`src/ouv_pkg.sv`:
```
// Purpose: constants for the output undervoltage monitor
// Assumes: thresholds are 12-bit mantissas, exponent fixed in the mode setting
// Notes:
// Contract
// - warning masked until setpoint reached, or disabled
// - bad warning write: keep value, flag, alert
// - warning above fault, below setpoint, scaled window
// - warning sets other, voltage, warning flags, alert
// - fixed exponent; only mantissa bits writable
// - default warning is fault plus fault/16
// - else rounded fault plus one LSB
// - zero fault: default warning 179/scale
// - fault masked until setpoint reached, or disabled
// - fault above 176/scale and below warning
// - zero fault disables fault checking only
// - saved fault threshold loses low four bits
// - ramp timeout replaces undervoltage fault action
// - fault sets other, voltage, fault flags, alert
// - action low bits read 7; default restart
// - action register saved on save-all
// - ignore bit 0 runs on; 1 shuts down
// - retry 000 latches, 111 restarts, else reject
`default_nettype none
package ouv_pkg;
    localparam logic [7:0]  CMD_UV_WARN    = 8'h43;
    localparam logic [7:0]  CMD_UV_FAULT   = 8'h44;
    localparam logic [7:0]  CMD_UV_ACTION  = 8'h45;
    localparam logic [15:0] MANT_MASK      = 16'h0fff;
    localparam logic [15:0] WARN_RST       = 16'h0143;
    localparam logic [15:0] FAULT_RST      = 16'h0130;
    localparam logic [7:0]  ACTION_RST     = 8'hbf;
    localparam logic [15:0] NVM_KEEP_MASK  = 16'hfff0;
    localparam logic [15:0] ONE_LSB        = 16'h0001;
    localparam logic [23:0] WARN_SCALED_LO = 24'h0000b2;
    localparam logic [23:0] WARN_SCALED_HI = 24'h0002dc;
    localparam logic [23:0] FAULT_SCALED_LO = 24'h0000b0;
    localparam logic [15:0] WARN_MIN_NUM   = 16'h00b3;
    localparam int          DEFAULT_SHIFT  = 4;
    localparam int          ACT_IGNORE_BIT = 7;
    localparam int          ACT_RETRY_MSB  = 5;
    localparam int          ACT_RETRY_LSB  = 3;
    localparam logic [2:0]  ACT_DELAY_CODE = 3'h7;
    localparam logic [2:0]  RETRY_LATCH    = 3'h0;
    localparam logic [2:0]  RETRY_CONT     = 3'h7;
    localparam int          RESTART_RAMPS  = 7;
    localparam int          CLK_PERIOD_NS  = 40;
    localparam int          RAMP_TIME_NS   = 1000000;
    localparam int          RAMP_CYCLES_DFLT = RAMP_TIME_NS / CLK_PERIOD_NS;
    typedef enum logic [3:0] {
        ST_RUN   = 4'h1,
        ST_SHUT  = 4'h2,
        ST_WAIT  = 4'h4,
        ST_LATCH = 4'h8
    } ouv_state_t;
endpackage
`default_nettype wire

```
`src/ouv_check_if.sv`:
```
// Purpose: carries write data and stored limits to the range checker
// Assumes: one clock domain, purely combinational checker
// Notes: monitor drives operands, checker returns verdicts
`timescale 1ns/10ps
`default_nettype none
interface ouv_check_if;
    logic [15:0] wrData;
    logic [15:0] voutCommand;
    logic [7:0]  scaleLoop;
    logic [15:0] warnQ;
    logic [15:0] faultQ;
    logic [15:0] nvmFault;
    logic        warnOk;
    logic        faultOk;
    logic        actionOk;
    logic [15:0] warnDefault;
    modport mon (output wrData, voutCommand, scaleLoop, warnQ, faultQ, nvmFault,
                 input warnOk, faultOk, actionOk, warnDefault);
    modport chk (input wrData, voutCommand, scaleLoop, warnQ, faultQ, nvmFault,
                 output warnOk, faultOk, actionOk, warnDefault);
endinterface
`default_nettype wire

```
`src/ouv_limit_check.sv`:
```
// Purpose: range checks for threshold writes and default warning derivation
// Assumes: scale factor of zero is treated as one
// Notes: combinational only
`timescale 1ns/10ps
`default_nettype none
module ouv_limit_check
    import ouv_pkg::*;
(
    // operands and verdicts
    ouv_check_if.chk ck
);
    logic [7:0]  scale;
    logic [15:0] mant;
    logic [23:0] scaled;
    logic [15:0] cand;

    // verdicts against the currently stored values
    always_comb
    begin
        scale = (ck.scaleLoop == 8'h00) ? 8'h01 : ck.scaleLoop;
        mant = ck.wrData & MANT_MASK;
        scaled = 24'(mant) * 24'(scale);         // widen first so no product bits are lost
        ck.warnOk = (mant > ck.faultQ) && (mant < ck.voutCommand)
                    && (scaled > WARN_SCALED_LO) && (scaled < WARN_SCALED_HI);
        ck.faultOk = (mant == 16'h0000)
                     || ((scaled > FAULT_SCALED_LO) && (mant < ck.warnQ));
        ck.actionOk = (ck.wrData[ACT_RETRY_MSB:ACT_RETRY_LSB] == RETRY_LATCH)
                      || (ck.wrData[ACT_RETRY_MSB:ACT_RETRY_LSB] == RETRY_CONT);
        cand = 16'(ck.nvmFault + (ck.nvmFault >> DEFAULT_SHIFT));
        if (ck.nvmFault == 16'h0000)
            ck.warnDefault = WARN_MIN_NUM / {8'h00, scale};
        else if (cand < ck.voutCommand)
            ck.warnDefault = cand & MANT_MASK;
        else
            ck.warnDefault = 16'((ck.nvmFault & NVM_KEEP_MASK) + ONE_LSB);
    end
endmodule
`default_nettype wire

```
`src/ouv_monitor.sv`:
```
// Purpose: undervoltage thresholds, fault action and detection for a converter
// Assumes: voltages are mantissas on the same scale as the thresholds
// Notes: command port stands for the management bus command layer
`timescale 1ns/10ps
`default_nettype none
module ouv_monitor
    import ouv_pkg::*;
#(
    parameter int unsigned RAMP_CYCLES = RAMP_CYCLES_DFLT
)(
    // clock and reset
    input  wire logic        mclk,
    input  wire logic        rst,
    input  wire logic        ce,
    // command port
    input  wire logic        cmdValid,
    input  wire logic        cmdWrite,
    input  wire logic [7:0]  cmdCode,
    input  wire logic [15:0] cmdWrData,
    output var  logic [15:0] cmdRdData,
    output var  logic        cmdRdValid,
    // non-volatile store and restore
    input  wire logic        storeAll,
    input  wire logic        loadDefaults,
    input  wire logic [15:0] nvmFaultIn,
    input  wire logic [7:0]  nvmActionIn,
    output var  logic        nvmStore,
    output var  logic [15:0] nvmFaultOut,
    output var  logic [7:0]  nvmActionOut,
    // converter state
    input  wire logic        converterEnable,
    input  wire logic [15:0] voutMeas,
    input  wire logic [15:0] voutCommand,
    input  wire logic [7:0]  scaleLoop,
    input  wire logic        rampLimitHit,
    input  wire logic        clearFaults,
    // status and control
    output var  logic        commFlag,
    output var  logic        invalidDataFlag,
    output var  logic        otherFlag,
    output var  logic        voltageFlag,
    output var  logic        uvWarnFlag,
    output var  logic        uvFaultFlag,
    output var  logic        rampTimeoutFault,
    output var  logic        smbAlert,
    output logic             powerStageOn
);
    ouv_check_if ck ();
    ouv_limit_check u_check (.ck(ck));

    logic [15:0] warnQ, warnD, faultQ, faultD;
    logic        ignoreQ, ignoreD, retryQ, retryD;
    logic        reachedQ, reachedD;
    logic        commQ, commD, invQ, invD, othQ, othD, voltQ, voltD;
    logic        uwQ, uwD, ufQ, ufD, rtQ, rtD, alertQ, alertD;
    logic [15:0] rdQ, rdD;
    logic        rdvQ, rdvD, stQ, stD;
    logic [15:0] nfQ, nfD;
    logic [7:0]  naQ, naD;
    ouv_state_t  stateQ, stateD;
    logic [31:0] cntQ, cntD;
    logic        wr, reject, warnHit, faultHit, rampHit;
    logic [7:0]  actionRd;

    assign ck.wrData      = cmdWrData;
    assign ck.voutCommand = voutCommand;
    assign ck.scaleLoop   = scaleLoop;
    assign ck.warnQ       = warnQ;
    assign ck.faultQ      = faultQ;
    assign ck.nvmFault    = nvmFaultIn & NVM_KEEP_MASK;

    // action register view: delay code hard-wired, retry bits mirror one store
    assign actionRd = {ignoreQ, 1'b0, {3{retryQ}}, ACT_DELAY_CODE};

    // detection: warning and fault masked until the setpoint was reached while enabled, ramp timeout only before
    always_comb
    begin
        wr = cmdValid && cmdWrite;
        reject = wr && (((cmdCode == CMD_UV_WARN) && !ck.warnOk)
                 || ((cmdCode == CMD_UV_FAULT) && !ck.faultOk)
                 || ((cmdCode == CMD_UV_ACTION) && !ck.actionOk));
        warnHit = reachedQ && converterEnable && (voutMeas < warnQ);
        faultHit = reachedQ && converterEnable && (faultQ != 16'h0000)
                   && (voutMeas < faultQ) && (stateQ == ST_RUN);
        rampHit = converterEnable && !reachedQ && rampLimitHit
                  && (stateQ == ST_RUN);
    end

    // configuration registers
    always_comb
    begin
        warnD = warnQ;
        faultD = faultQ;
        ignoreD = ignoreQ;
        retryD = retryQ;
        if (loadDefaults)
        begin
            faultD = nvmFaultIn & NVM_KEEP_MASK;
            warnD = ck.warnDefault;
            ignoreD = nvmActionIn[ACT_IGNORE_BIT];
            retryD = nvmActionIn[ACT_RETRY_MSB];
        end
        else if (wr && !reject)
        begin
            case (cmdCode)
                CMD_UV_WARN:   warnD = cmdWrData & MANT_MASK;
                CMD_UV_FAULT:  faultD = cmdWrData & MANT_MASK;
                CMD_UV_ACTION:
                begin
                    ignoreD = cmdWrData[ACT_IGNORE_BIT];
                    retryD = cmdWrData[ACT_RETRY_MSB];
                end
                default: ;
            endcase
        end
    end

    always_ff @(posedge mclk)
    begin
        if (rst)
        begin
            warnQ <= WARN_RST;
            faultQ <= FAULT_RST;
            ignoreQ <= ACTION_RST[ACT_IGNORE_BIT];
            retryQ <= ACTION_RST[ACT_RETRY_MSB];
        end
        else if (ce)
        begin
            warnQ <= warnD;
            faultQ <= faultD;
            ignoreQ <= ignoreD;
            retryQ <= retryD;
        end
    end

    // status flags: a new event wins over a clear in the same cycle
    always_comb
    begin
        commD = (commQ && !clearFaults) || reject;
        invD = (invQ && !clearFaults) || reject;
        othD = (othQ && !clearFaults) || warnHit || faultHit;
        voltD = (voltQ && !clearFaults) || warnHit || faultHit;
        uwD = (uwQ && !clearFaults) || warnHit;
        ufD = (ufQ && !clearFaults) || faultHit;
        rtD = (rtQ && !clearFaults) || rampHit;
        alertD = commD || othD || rtD;
        reachedD = converterEnable && (stateQ == ST_RUN)
                   && (reachedQ || (voutMeas >= voutCommand));
    end

    always_ff @(posedge mclk)
    begin
        if (rst)
        begin
            {commQ, invQ, othQ, voltQ, uwQ, ufQ, rtQ, alertQ} <= 8'h00;
            reachedQ <= 1'b0;
        end
        else if (ce)
        begin
            {commQ, invQ, othQ, voltQ, uwQ, ufQ, rtQ, alertQ} <=
                {commD, invD, othD, voltD, uwD, ufD, rtD, alertD};
            reachedQ <= reachedD;
        end
    end

    // fault action sequencer
    always_comb
    begin
        stateD = stateQ;
        cntD = cntQ;
        case (stateQ)
            ST_RUN:
                if (faultHit && ignoreQ)
                    stateD = ST_SHUT;
            ST_SHUT:
            begin
                cntD = 32'h0;
                stateD = retryQ ? ST_WAIT : ST_LATCH;
            end
            ST_WAIT:
                if (cntQ >= 32'(RESTART_RAMPS * RAMP_CYCLES) - 32'h1)
                    stateD = ST_RUN;
                else
                    cntD = 32'(cntQ + 32'h1);
            ST_LATCH:
                if (clearFaults)
                    stateD = ST_RUN;
            default: stateD = ST_RUN;
        endcase
    end

    always_ff @(posedge mclk)
    begin
        if (rst)
        begin
            stateQ <= ST_RUN;
            cntQ <= 32'h0;
        end
        else if (ce)
        begin
            stateQ <= stateD;
            cntQ <= cntD;
        end
    end

    // read-back and non-volatile save
    always_comb
    begin
        rdD = rdQ;
        rdvD = cmdValid && !cmdWrite;
        if (cmdValid && !cmdWrite)
        begin
            case (cmdCode)
                CMD_UV_WARN:   rdD = warnQ;
                CMD_UV_FAULT:  rdD = faultQ;
                CMD_UV_ACTION: rdD = {8'h00, actionRd};
                default:       rdD = 16'h0000;
            endcase
        end
        stD = storeAll;
        nfD = storeAll ? (faultQ & NVM_KEEP_MASK) : nfQ;
        naD = storeAll ? actionRd : naQ;
    end

    always_ff @(posedge mclk)
    begin
        if (rst)
        begin
            rdQ <= 16'h0000;
            rdvQ <= 1'b0;
            stQ <= 1'b0;
            nfQ <= 16'h0000;
            naQ <= 8'h00;
        end
        else if (ce)
        begin
            rdQ <= rdD;
            rdvQ <= rdvD;
            stQ <= stD;
            nfQ <= nfD;
            naQ <= naD;
        end
    end

    assign cmdRdData        = rdQ;
    assign cmdRdValid       = rdvQ;
    assign nvmStore         = stQ;
    assign nvmFaultOut      = nfQ;
    assign nvmActionOut     = naQ;
    assign commFlag         = commQ;
    assign invalidDataFlag  = invQ;
    assign otherFlag        = othQ;
    assign voltageFlag      = voltQ;
    assign uvWarnFlag       = uwQ;
    assign uvFaultFlag      = ufQ;
    assign rampTimeoutFault = rtQ;
    assign smbAlert         = alertQ;
    assign powerStageOn     = (stateQ == ST_RUN);

    // checks
    warn_reject_a: assert property (@(posedge mclk) disable iff (rst)
        ce && wr && cmdCode == CMD_UV_WARN && !ck.warnOk && !loadDefaults
        |=> $stable(warnQ) && commQ && invQ && smbAlert)
        else $error("rejected warning write changed value or missed flags");
    warn_mask_a: assert property (@(posedge mclk) disable iff (rst)
        !reachedQ |=> !$rose(uwQ))
        else $error("warning flagged before setpoint reached");
    fault_off_a: assert property (@(posedge mclk) disable iff (rst)
        faultQ == 16'h0000 && !ufQ |=> !ufQ)
        else $error("fault flagged with fault checking off");
    fault_flags_a: assert property (@(posedge mclk) disable iff (rst)
        ce && faultHit |=> ufQ && othQ && voltQ && smbAlert)
        else $error("fault event missed status flags");
    action_bits_a: assert property (@(posedge mclk) disable iff (rst)
        ce && cmdValid && !cmdWrite && cmdCode == CMD_UV_ACTION
        |=> cmdRdData[2:0] == ACT_DELAY_CODE)
        else $error("action delay bits not reading seven");
    nvm_drop_a: assert property (@(posedge mclk) disable iff (rst)
        ce && storeAll |=> nvmStore && nvmFaultOut == ($past(faultQ) & NVM_KEEP_MASK))
        else $error("saved fault threshold kept low bits");
    ignore_run_a: assert property (@(posedge mclk) disable iff (rst)
        ce && faultHit && !ignoreQ |=> powerStageOn)
        else $error("ignore mode shut the converter down");
    latch_hold_a: assert property (@(posedge mclk) disable iff (rst)
        stateQ == ST_LATCH && !clearFaults |=> stateQ == ST_LATCH)
        else $error("latched-off state left without clear");
    ramp_swap_a: assert property (@(posedge mclk) disable iff (rst)
        ce && rampHit |=> rampTimeoutFault && stateQ == ST_RUN)
        else $error("ramp timeout missed or ran undervoltage action");
    fault_reject_a: assert property (@(posedge mclk) disable iff (rst)
        ce && wr && cmdCode == CMD_UV_FAULT && !ck.faultOk && !loadDefaults
        |=> $stable(faultQ) && commQ && invQ && smbAlert)
        else $error("rejected fault write changed value or missed flags");
    action_reject_a: assert property (@(posedge mclk) disable iff (rst)
        ce && wr && cmdCode == CMD_UV_ACTION && !ck.actionOk && !loadDefaults
        |=> $stable(ignoreQ) && $stable(retryQ) && commQ && invQ && smbAlert)
        else $error("rejected action write changed value or missed flags");
    warn_flags_a: assert property (@(posedge mclk) disable iff (rst)
        ce && warnHit |=> uwQ && othQ && voltQ && smbAlert)
        else $error("warning event missed status flags");
    fault_mask_a: assert property (@(posedge mclk) disable iff (rst)
        !reachedQ |=> !$rose(ufQ))
        else $error("fault flagged before setpoint reached");
endmodule
`default_nettype wire

```
`config.mk`:
```
export PLATFORM = sky130hd
export DESIGN_NAME = ouv_monitor
export DESIGN_NICKNAME = d
export VERILOG_FILES = /design/src/ouv_pkg.sv /design/src/ouv_check_if.sv /design/src/ouv_limit_check.sv /design/src/ouv_monitor.sv
export SDC_FILE = /design/constraint.sdc
export NUM_CORES = 1
export LEC_CHECK = 0
export ABC_AREA = 1
export BUFFER_PORTS_ARGS = -buffer_cell sky130_fd_sc_hd__buf_4
export CELL_PAD_IN_SITES_DETAIL_PLACEMENT = 1
export CELL_PAD_IN_SITES_GLOBAL_PLACEMENT = 1
export CORE_MARGIN = 10
export CORE_UTILIZATION = 30
export CTS_BUF_LIST = sky130_fd_sc_hd__clkbuf_2
export CTS_CLUSTER_SIZE = 20
export DETAILED_ROUTE_END_ITERATION = 8
export PLACE_DENSITY = 0.61
export SYNTH_ARGS = -nofsm -noshare
export SYNTH_HDL_FRONTEND = slang
export SYNTH_SLANG_ARGS = --single-unit
```
`constraint.sdc`:
```
create_clock -name mclk -period 46.3 [get_ports mclk]
set_input_delay 2.315 -clock mclk [delete_from_list [all_inputs] [get_ports mclk]]
set_output_delay 2.315 -clock mclk [all_outputs]
set_load 0.01 [all_outputs]
```
==> results of run 1 <==
-- how the worst max path moves through the flow --
stage                     slack, ns          from  depth (start not counted)                  endpoint
after floorplan               21.93  scaleLoop[3]                        169  ck.warnQ[0]$_SDFFE_PP1P_
after global placement        16.10  scaleLoop[1]                        158  ck.warnQ[0]$_SDFFE_PP1P_
after detailed placement      15.41  scaleLoop[1]                        158  ck.warnQ[0]$_SDFFE_PP1P_
after CTS                     16.03  scaleLoop[1]                        158  ck.warnQ[0]$_SDFFE_PP1P_
after global routing          12.54  scaleLoop[1]                        158  ck.warnQ[0]$_SDFFE_PP1P_
final                         16.18  scaleLoop[1]                        158  ck.warnQ[0]$_SDFFE_PP1P_
-- state kept, by name, summed over array words and instances (netlist names) --
signal	flops
reachedQ	1
rampTimeoutFault	1
nvmStore	1
cntQ	32
cmdRdData	16
nvmActionOut	3
ck.warnQ	16
voltageFlag	1
cmdRdValid	1
ignoreQ	1
uvFaultFlag	1
nvmFaultOut	12
uvWarnFlag	1
retryQ	1
smbAlert	1
ck.faultQ	16
invalidDataFlag	1
stateQ	4
commFlag	1
otherFlag	1
-- cell type report --
type	instances	share of cell area, %
diodes	2	0.0286
clock buffers	9	0.257
clock inverters	7	0.372
inverters	413	8.87
multi-input cells	1765	66.9
flip-flops and latches	112	12.8
well taps	688	4.92
repair buffers	137	5.88
-- layout by cell type, fill, tap and decap left out, types with 18 or more instances in the layout --
cell type    n
nand2_1    499
xor2_1      62
o22ai_1     19
nand2_2     18
inv_1      401
ha_1       228
nand4_1     39
dfxtp_1    112
nor3_1      36
nand3_1     88
buf_4      137
fa_1        61
xnor2_1     24
o21ai_1     20
o211ai_1    29
o21bai_1    25
nor2_1     125
a21oi_1    218
o21ai_0    139
-- cells by family after synthesis --
family          after synthesis
xor+xnor                     86
flops                       112
simple gates                872
fa+ha+maj                   289
compound gates              513
buf+inv                     489
other cells                   1
-- power breakdown --
part,switching [mW],internal [mW]
registers,0.00362,0.102
clock network,0.0356,0.00817
logic,0.751,0.418
-- worst max-delay path: cells and delay by family --
kind | cells | cell delay [ns]
AND/OR/NAND/NOR | 73 | 10.75
AO/OA/AOI/OAI | 44 | 8.51
adder cells (fa/ha/maj) | 15 | 4.69
buffers and inverters | 26 | 4.29
-- metal layers --
| metal | part of all wire [%] | vias up |
|---|---|---|
| met4 | 1.5 | 4 |
| met5 | 0.056 | - |
| met1 | 47 | 7662 |
| li1 | - | 7920 |
| met3 | 3.1 | 39 |
| met2 | 48 | 205 |
-- through the flow --
stage / setup WS (ns) / hold slack, ns / utilization [%]
after floorplan: 21.93 / 0.419 / -
after global placement: 16.10 / 0.427 / 33.2
after detailed placement: 15.41 / 0.430 / 33.2
after CTS: 16.03 / 0.458 / 33.4
after global routing: 12.54 / 0.488 / 33.4
final: 16.18 / 0.459 / 33.4
==> results.cfg, run 1 <==
[placement]
dpl.hpwl_mm = 45.8
dp.cells = 3115
port_buffers = 129
dpl_cell_area_um2 = 17400
routabilityCongestion = 0.823

[synthesis]
ys_top_cells_by_count = 499 x nand2_1, 401 x inv_1, 228 x ha_1
ys_seq_elements = 112
synth_top_family_by_area = adder cells
synth_flop_cell = dfxtp_1
yosysTopAreaCellShare_pct = 18.0
synthArstFlopShare_pct = 0
netlist_instances = 2362
synth_xor_area_share_pct = 4.76
synthMuxAreaShare_pct = 0
yosys.area.top_type = ha_1
synth_area_um2 = 15800
synth_compound_area_share_pct = 18.6
synthAdderAreaFrac_pct = 25.7
ys_types = 62
seq_area_frac_synth_pct = 14.2
synth_edf_count = 0
synth.avg_cell_area_um2 = 6.70
synthMostInstantiatedCell = nand2_1
yosys.area_share.simple_pct = 24.7
ys_top_cells_by_area = ha_1 18%, dfxtp_1 14%, nand2_1 12%, inv_1 9.5%, fa_1 7.7%
yosys_warnings = 0

[min_path]
min_path_cells = 2
hold_start = cntQ[23]$_SDFFE_PP0P_
hold_path_end = cntQ[23]$_SDFFE_PP0P_
min_path_type = register to register

[floorplan]
io_pins = 149
design.core.area_um2 = 52300
num_rows = 84
die_area_um2 = 62300
initial_utilization_pct = 30.2
die_w_um = 250
die_y_um = 250

[cts]
cts_resized = 0
root_buffer = clkbuf_2
cts_hold_repair.buffers = 0
cts_tree = yes
cts_setup_buffers = 0
clk_latency_ns = 0.63
clock-sinks = 112
clk_pin_slew_ns = 0.33
cts_max_path_buffers = 2
htreeDepth = 3
cts_buffers = 9

[global_routing]
grt-busiest-layer = met2
antenna_found_initial = 4
gr-total-overflow = 0
grtUsageMet3_pct = 1.75
grt_pass1_wl_mm = 89.7
grt_usage_pct = 17.4
grt_pass1_vias = 16541
grt_max_degree = 55
use_met2_pct = 30.5
met1_usage_pct = 22.7

[critical_path]
slowest_delay_ns = 0.62
start_kind = input pin
crit_top_cell = nand2_1
worst_path_max_delay_cell = o21ai_1
rr_startpoint = ck.warnQ[1]$_SDFFE_PP1P_
cp.required_ns = 46.85
regToRegSetupSlack_ns = 41.42
critPathKind = input pin to register
r2r_end = ck.faultQ[0]$_SDFFE_PP0P_
cp-end-kind = register
r2r_cells = 19
worstPathMaxFanout = 19
cp.arrival_ns = 30.66

[timing]
timing.final.hold_violations = 0
period_needed_ns = 30.12
drv_slew = 0
slew_headroom_pct = 28.3
fin_skew_ns = 0.0445
max_freq_ghz = 0.0332
period_share_pct = 65.0
setup_violations = 0
tightest_slew_ns = 1.07
final.setup.tns_ns = 0
rsz0062_at_grt = false

[layout]
stdcell_count = 3133
ff_latch_area_um2 = 2240
stdcell_area_um2 = 17500
area_growth_pct = 10.6
nFillCells = 6719
nets = 2825
multi_input_area_um2 = 11700
drive_gt1_share_pct = 9.21

[detailed_routing]
drt-total-wl_mm = 55.8
dr.pass1.iters = 5
drt_iter0_drc = 632
drc = 0
vias_per_cell = 5.05
ant_nets = 0
wl_per_cell_um = 17.8
vias = 15830

[power_and_ir_drop]
power_mw = 1.32
total_leakage_power_nw = 8.95
ir_drop_mv = 0.110
power.density_nw_per_um2 = 75.3

[run]
cap_violations = 0

[run_status]
status = finished clean
No activity file was read; power rests on OpenSTA's default activity.
==> inputs of run 2 (changes only) <==
==> constraint.sdc (replaced) <==
create_clock -name mclk -period 28.8 [get_ports mclk]
set_input_delay 1.44 -clock mclk [delete_from_list [all_inputs] [get_ports mclk]]
set_output_delay 1.44 -clock mclk [all_outputs]
set_load 0.01 [all_outputs]
==> run 2 against run 1 <==
Net effect: via count fell by 0.22%; clock power rose by 67%; final cell count rose by 0.61%; flip-flop and latch count stayed put; non-clock buffer count rose by 20; critical path depth grew 6; critical path type unchanged; first-iteration DRC count is 1.9% higher; clock skew about the same; sequential share of layout area decreased by 0.14 points.
==> results.cfg, run 2 (synthesis gave the netlist of run 1 again) <==
[cts]
cts_buffers = 9
clock-sinks = 112
clk_latency_ns = 0.69
cts_tree = yes
htreeDepth = 3
cts_max_path_buffers = 2
clk_pin_slew_ns = 0.33
root_buffer = clkbuf_2
cts_hold_repair.buffers = 0

[min_path]
min_path_type = register to register
hold_start = cntQ[23]$_SDFFE_PP0P_
hold_path_end = cntQ[23]$_SDFFE_PP0P_
min_path_cells = 2

[timing]
period_needed_ns = 26.06
max_freq_ghz = 0.0384
holdWs_ns = 0.464
final.setup.tns_ns = 0
setup_violations = 0
fin_skew_ns = 0.0446
tightest_slew_ns = 1.11
period_share_pct = 90.5
timing.final.hold_violations = 0
slew_headroom_pct = 25.3
rsz0062_at_grt = false
drv_slew = 0

[floorplan]
num_rows = 84
initial_utilization_pct = 30.2
die_w_um = 250
die_area_um2 = 62300
die_y_um = 250
design.core.area_um2 = 52300
io_pins = 149

[layout]
area_growth_pct = 11.9
drive_gt1_share_pct = 10.4
nFillCells = 6717
nets = 2845
top_register = cntQ
final_cell_mix = 498 x nand2_1, 396 x inv_1, 228 x ha_1
stdcell_area_um2 = 17700
largest_reg_flops = 32
final_common_cell = nand2_1

[detailed_routing]
wl_per_cell_um = 17.7
dr.pass1.iters = 5
drt_iter0_drc = 644
ant_nets = 0
drc = 0
vias_per_cell = 5.01
drt-total-wl_mm = 55.8
vias = 15795

[global_routing]
grt_usage_pct = 17.3
grt_pass1_wl_mm = 88.8
grt_pass1_vias = 16380
grt_max_degree = 55
gr-total-overflow = 0
antenna_found_initial = 2

[run_status]
status = finished clean

[critical_path]
crit_top_cell = nand2_1
regToRegSetupSlack_ns = 24.03
r2r_end = ck.faultQ[0]$_SDFFE_PP0P_
worst_path_max_delay_cell = a221oi_1
cp.required_ns = 29.39
slowest_delay_ns = 0.38
rr_startpoint = ck.warnQ[1]$_SDFFE_PP1P_
cp.arrival_ns = 26.66
cp-end-kind = register
critPathKind = input pin to register
r2r_cells = 19
start_kind = input pin
worstPathMaxFanout = 19

[power_and_ir_drop]
ir_drop_mv = 0.157
total_leakage_power_nw = 9.04
power.density_nw_per_um2 = 121

[placement]
port_buffers = 129
routabilityCongestion = 0.819
dpl.hpwl_mm = 45.8
dpl_cell_area_um2 = 17500

[run]
cap_violations = 0
run 2: timing repair:
action,in CTS,in global routing
endpoints found under the setup margin,0,2
gates resized for setup,0,20
buffers inserted,0,7
run 2: power breakdown:
part | switching (mW) | internal (mW) | leakage [nW] | total (mW)
registers | 0.00575 | 0.164 | 0.912 | 0.170
clock network | 0.0595 | 0.0134 | 0.0672 | 0.0730
logic | 1.20 | 0.697 | 8.06 | 1.90
run 2: metrics by stage:
stage	util (%)	power (mW)	worst slack (ns)	std cells
3_3_place_gp	33.4	2.01	1.11	3128
5_1_grt	33.8	2.44	0.0377	3152
4_1_cts	33.6	2.14	1.19	3144
2_1_floorplan	-	1.64	5.31	2366
3_5_place_dp	33.4	2.05	0.513	3128
6_report	33.8	2.14	2.74	3152
run 2: worst max-delay path by stage:
stage	slack (ns)	endpoint	startpoint
6_report	2.74	ck.warnQ[0]$_SDFFE_PP1P_	scaleLoop[7]
2_1_floorplan	5.31	ck.warnQ[0]$_SDFFE_PP1P_	scaleLoop[3]
4_1_cts	1.19	ck.warnQ[0]$_SDFFE_PP1P_	scaleLoop[7]
3_3_place_gp	1.11	ck.warnQ[0]$_SDFFE_PP1P_	scaleLoop[7]
3_5_place_dp	0.51	ck.warnQ[0]$_SDFFE_PP1P_	scaleLoop[7]
5_1_grt	0.04	ck.warnQ[0]$_SDFFE_PP1P_	scaleLoop[7]
run 2: layout make-up:
| cell class | instances | area, µm² | share of cell area [%] |
|---|---|---|---|
| inverter | 413 | 1570 | 8.89 |
| multi-input combinational | 1765 | 11700 | 66.2 |
| tap | 688 | 861 | 4.86 |
| clock inverter | 7 | 66.3 | 0.375 |
| timing repair buffer | 157 | 1190 | 6.73 |
| antenna | 1 | 2.50 | 0.0141 |
| sequential | 112 | 2240 | 12.7 |
| clock buffer | 9 | 45.0 | 0.254 |
run 2: critical path, delay by kind of cell:
family	cells	cell delay, ns
AOI/OAI and AO/OA	45	7.99
buffers and inverters	28	3.95
and+or+nand+nor	76	8.63
adders and majority gates	15	4.52
run 2: routing by layer:
metal,part of all wire (%),vias to the layer above,global-route usage [%]
li1,-,7961,-
met2,48,194,30.5
met3,2.3,51,1.35
met1,48,7587,22.6
met5,0.023,-,0
met4,1.7,2,3.57
==> inputs of run 3 (changes only) <==
--- a/config.mk
+++ b/config.mk
@@ -14,7 +14,7 @@
 export CTS_BUF_LIST = sky130_fd_sc_hd__clkbuf_2
 export CTS_CLUSTER_SIZE = 20
 export DETAILED_ROUTE_END_ITERATION = 8
-export PLACE_DENSITY = 0.61
+export PLACE_DENSITY = 0.69
 export SYNTH_ARGS = -nofsm -noshare
 export SYNTH_HDL_FRONTEND = slang
 export SYNTH_SLANG_ARGS = --single-unit
==> run 3 against run 2 <==
Net effect: final cell count is 0.29% lower; first-iteration DRC count is 3.1% lower; flip-flop and latch count stayed put; non-clock buffer count is 10 lower.
==> results.cfg, run 3 (synthesis gave the netlist of run 1 again) <==
[run_status]
status = finished clean

[critical_path]
start_kind = input pin
cp.required_ns = 29.37
cp-end-kind = register
cp.arrival_ns = 26.61
slowest_delay_ns = 0.41
critPathKind = input pin to register
worst_path_max_delay_cell = ha_1
worstPathMaxFanout = 19
crit_top_cell = nand2_1

[detailed_routing]
drc = 0
wl_per_cell_um = 17.5
dr.pass1.iters = 5
vias = 15975
vias_per_cell = 5.08
drt_iter0_drc = 624
ant_nets = 0
drt-total-wl_mm = 55.1

[timing]
fin_skew_ns = 0.0472
timing.final.hold_violations = 0
period_needed_ns = 26.04
period_share_pct = 90.4
tightest_slew_ns = 1.14
holdWs_ns = 0.465
drv_slew = 0
slew_headroom_pct = 23.7
max_freq_ghz = 0.0384
setup_violations = 0
setup_ws_ns = 2.76

[power_and_ir_drop]
power_switching_mw = 1.29
p_seq_share_pct = 7.8
clockPowerShare_pct = 3.3
power.density_nw_per_um2 = 123
total_leakage_power_nw = 8.99
combPwrFrac_pct = 88.9
ir_drop_mv = 0.138
swShare_pct = 59.1
p_int_mw = 0.890

[cts]
cts_tree = yes
htreeDepth = 3
root_buffer = clkbuf_2
cts_buffers = 9
clk_pin_slew_ns = 0.34
clk_latency_ns = 0.64
cts_hold_repair.buffers = 0
cts_max_path_buffers = 2
clock-sinks = 112

[global_routing]
grt_max_degree = 55
antenna_found_initial = 2
grt_pass1_wl_mm = 89.8
gr-total-overflow = 0
grt_pass1_vias = 17125
grt_usage_pct = 17.2

[min_path]
min_path_type = register to register

[floorplan]
num_rows = 84
design.core.area_um2 = 52300
die_w_um = 250
die_y_um = 250
die_area_um2 = 62300
io_pins = 149
initial_utilization_pct = 30.2

[layout]
top_register = cntQ
nets = 2835
drive_gt1_share_pct = 10.0
final_cell_mix = 497 x nand2_1, 397 x inv_1, 228 x ha_1
nFillCells = 6687
utilization_pct = 33.7
stdcell_area_um2 = 17600
stdcell_count = 3143
final_common_cell = nand2_1
largest_reg_flops = 32
area_growth_pct = 11.5

[placement]
dpl_cell_area_um2 = 17400
place_ws_ns = 0.490
dp.cells = 3121
dpl.hpwl_mm = 45.3
routabilityCongestion = 0.859
port_buffers = 129

[run]
cap_violations = 0
-- run 3: power by group through the flow --
stage / Sequential (mW) / Combinational, mW / Clock (mW)
finish: 0.170 / 1.94 / 0.0709
global placement: 0.172 / 1.81 / 0
detailed placement: 0.172 / 1.92 / 0
CTS: 0.170 / 1.93 / 0.0736
floorplan: 0.172 / 1.46 / 0
global route: 0.171 / 2.23 / 0.0805
-- run 3: layout make-up --
| cell class | instances | area, µm² | share of cell area (%) |
|---|---|---|---|
| Tap cell | 688 | 861 | 4.88 |
| Timing Repair Buffer | 147 | 1120 | 6.33 |
| Antenna cell | 2 | 5.00 | 0.0284 |
| Sequential cell | 112 | 2240 | 12.7 |
| Multi-Input combinational cell | 1765 | 11700 | 66.6 |
| Clock buffer | 10 | 50.0 | 0.284 |
| Inverter | 413 | 1570 | 8.89 |
| Clock inverter | 6 | 55.1 | 0.312 |
-- run 3: worst paths after layout --
| kind | startpoint | endpoint | slack [ns] | cells after the start |
|---|---|---|---|---|
| max | scaleLoop[1] | ck.warnQ[0]$_SDFFE_PP1P_ | 2.76 | 160 |
| max reg2reg | ck.warnQ[1]$_SDFFE_PP1P_ | ck.faultQ[10]$_SDFFE_PP0P_ | 23.98 | 19 |
| min reg2reg | cntQ[20]$_SDFFE_PP0P_ | cntQ[20]$_SDFFE_PP0P_ | 0.47 | 2 |
| min | cntQ[20]$_SDFFE_PP0P_ | cntQ[20]$_SDFFE_PP0P_ | 0.47 | 2 |
-- run 3: through the flow --
step                      power (mW)  TNS, ns
after floorplan                 1.64        0
after detailed placement        2.09        0
after global routing            2.48  -0.0149
final                           2.18        0
after CTS                       2.17        0
after global placement          1.98        0
-- run 3: worst max-delay path, delay by kind of cell --
| family | cells | cell delay, ns |
|---|---|---|
| adders and majority gates | 15 | 4.62 |
| and+or+nand+nor | 71 | 8.54 |
| AOI/OAI and AO/OA | 46 | 8.15 |
| buffers and inverters | 28 | 3.73 |
-- run 3: layer usage --
metal | global-route usage, % | routed length, µm | vias to the layer above
met5 | 0 | 0 | -
met3 | 1.27 | 1270 | 50
met4 | 3.97 | 1150 | 0
met1 | 21.8 | 25800 | 7768
li1 | - | - | 7952
met2 | 31.0 | 26900 | 205
-- run 3: repair_timing --
action | 4_1_cts | 5_1_grt
buffers inserted | 0 | 4
endpoints found under the setup margin | 0 | 1
gates resized for setup | 0 | 24
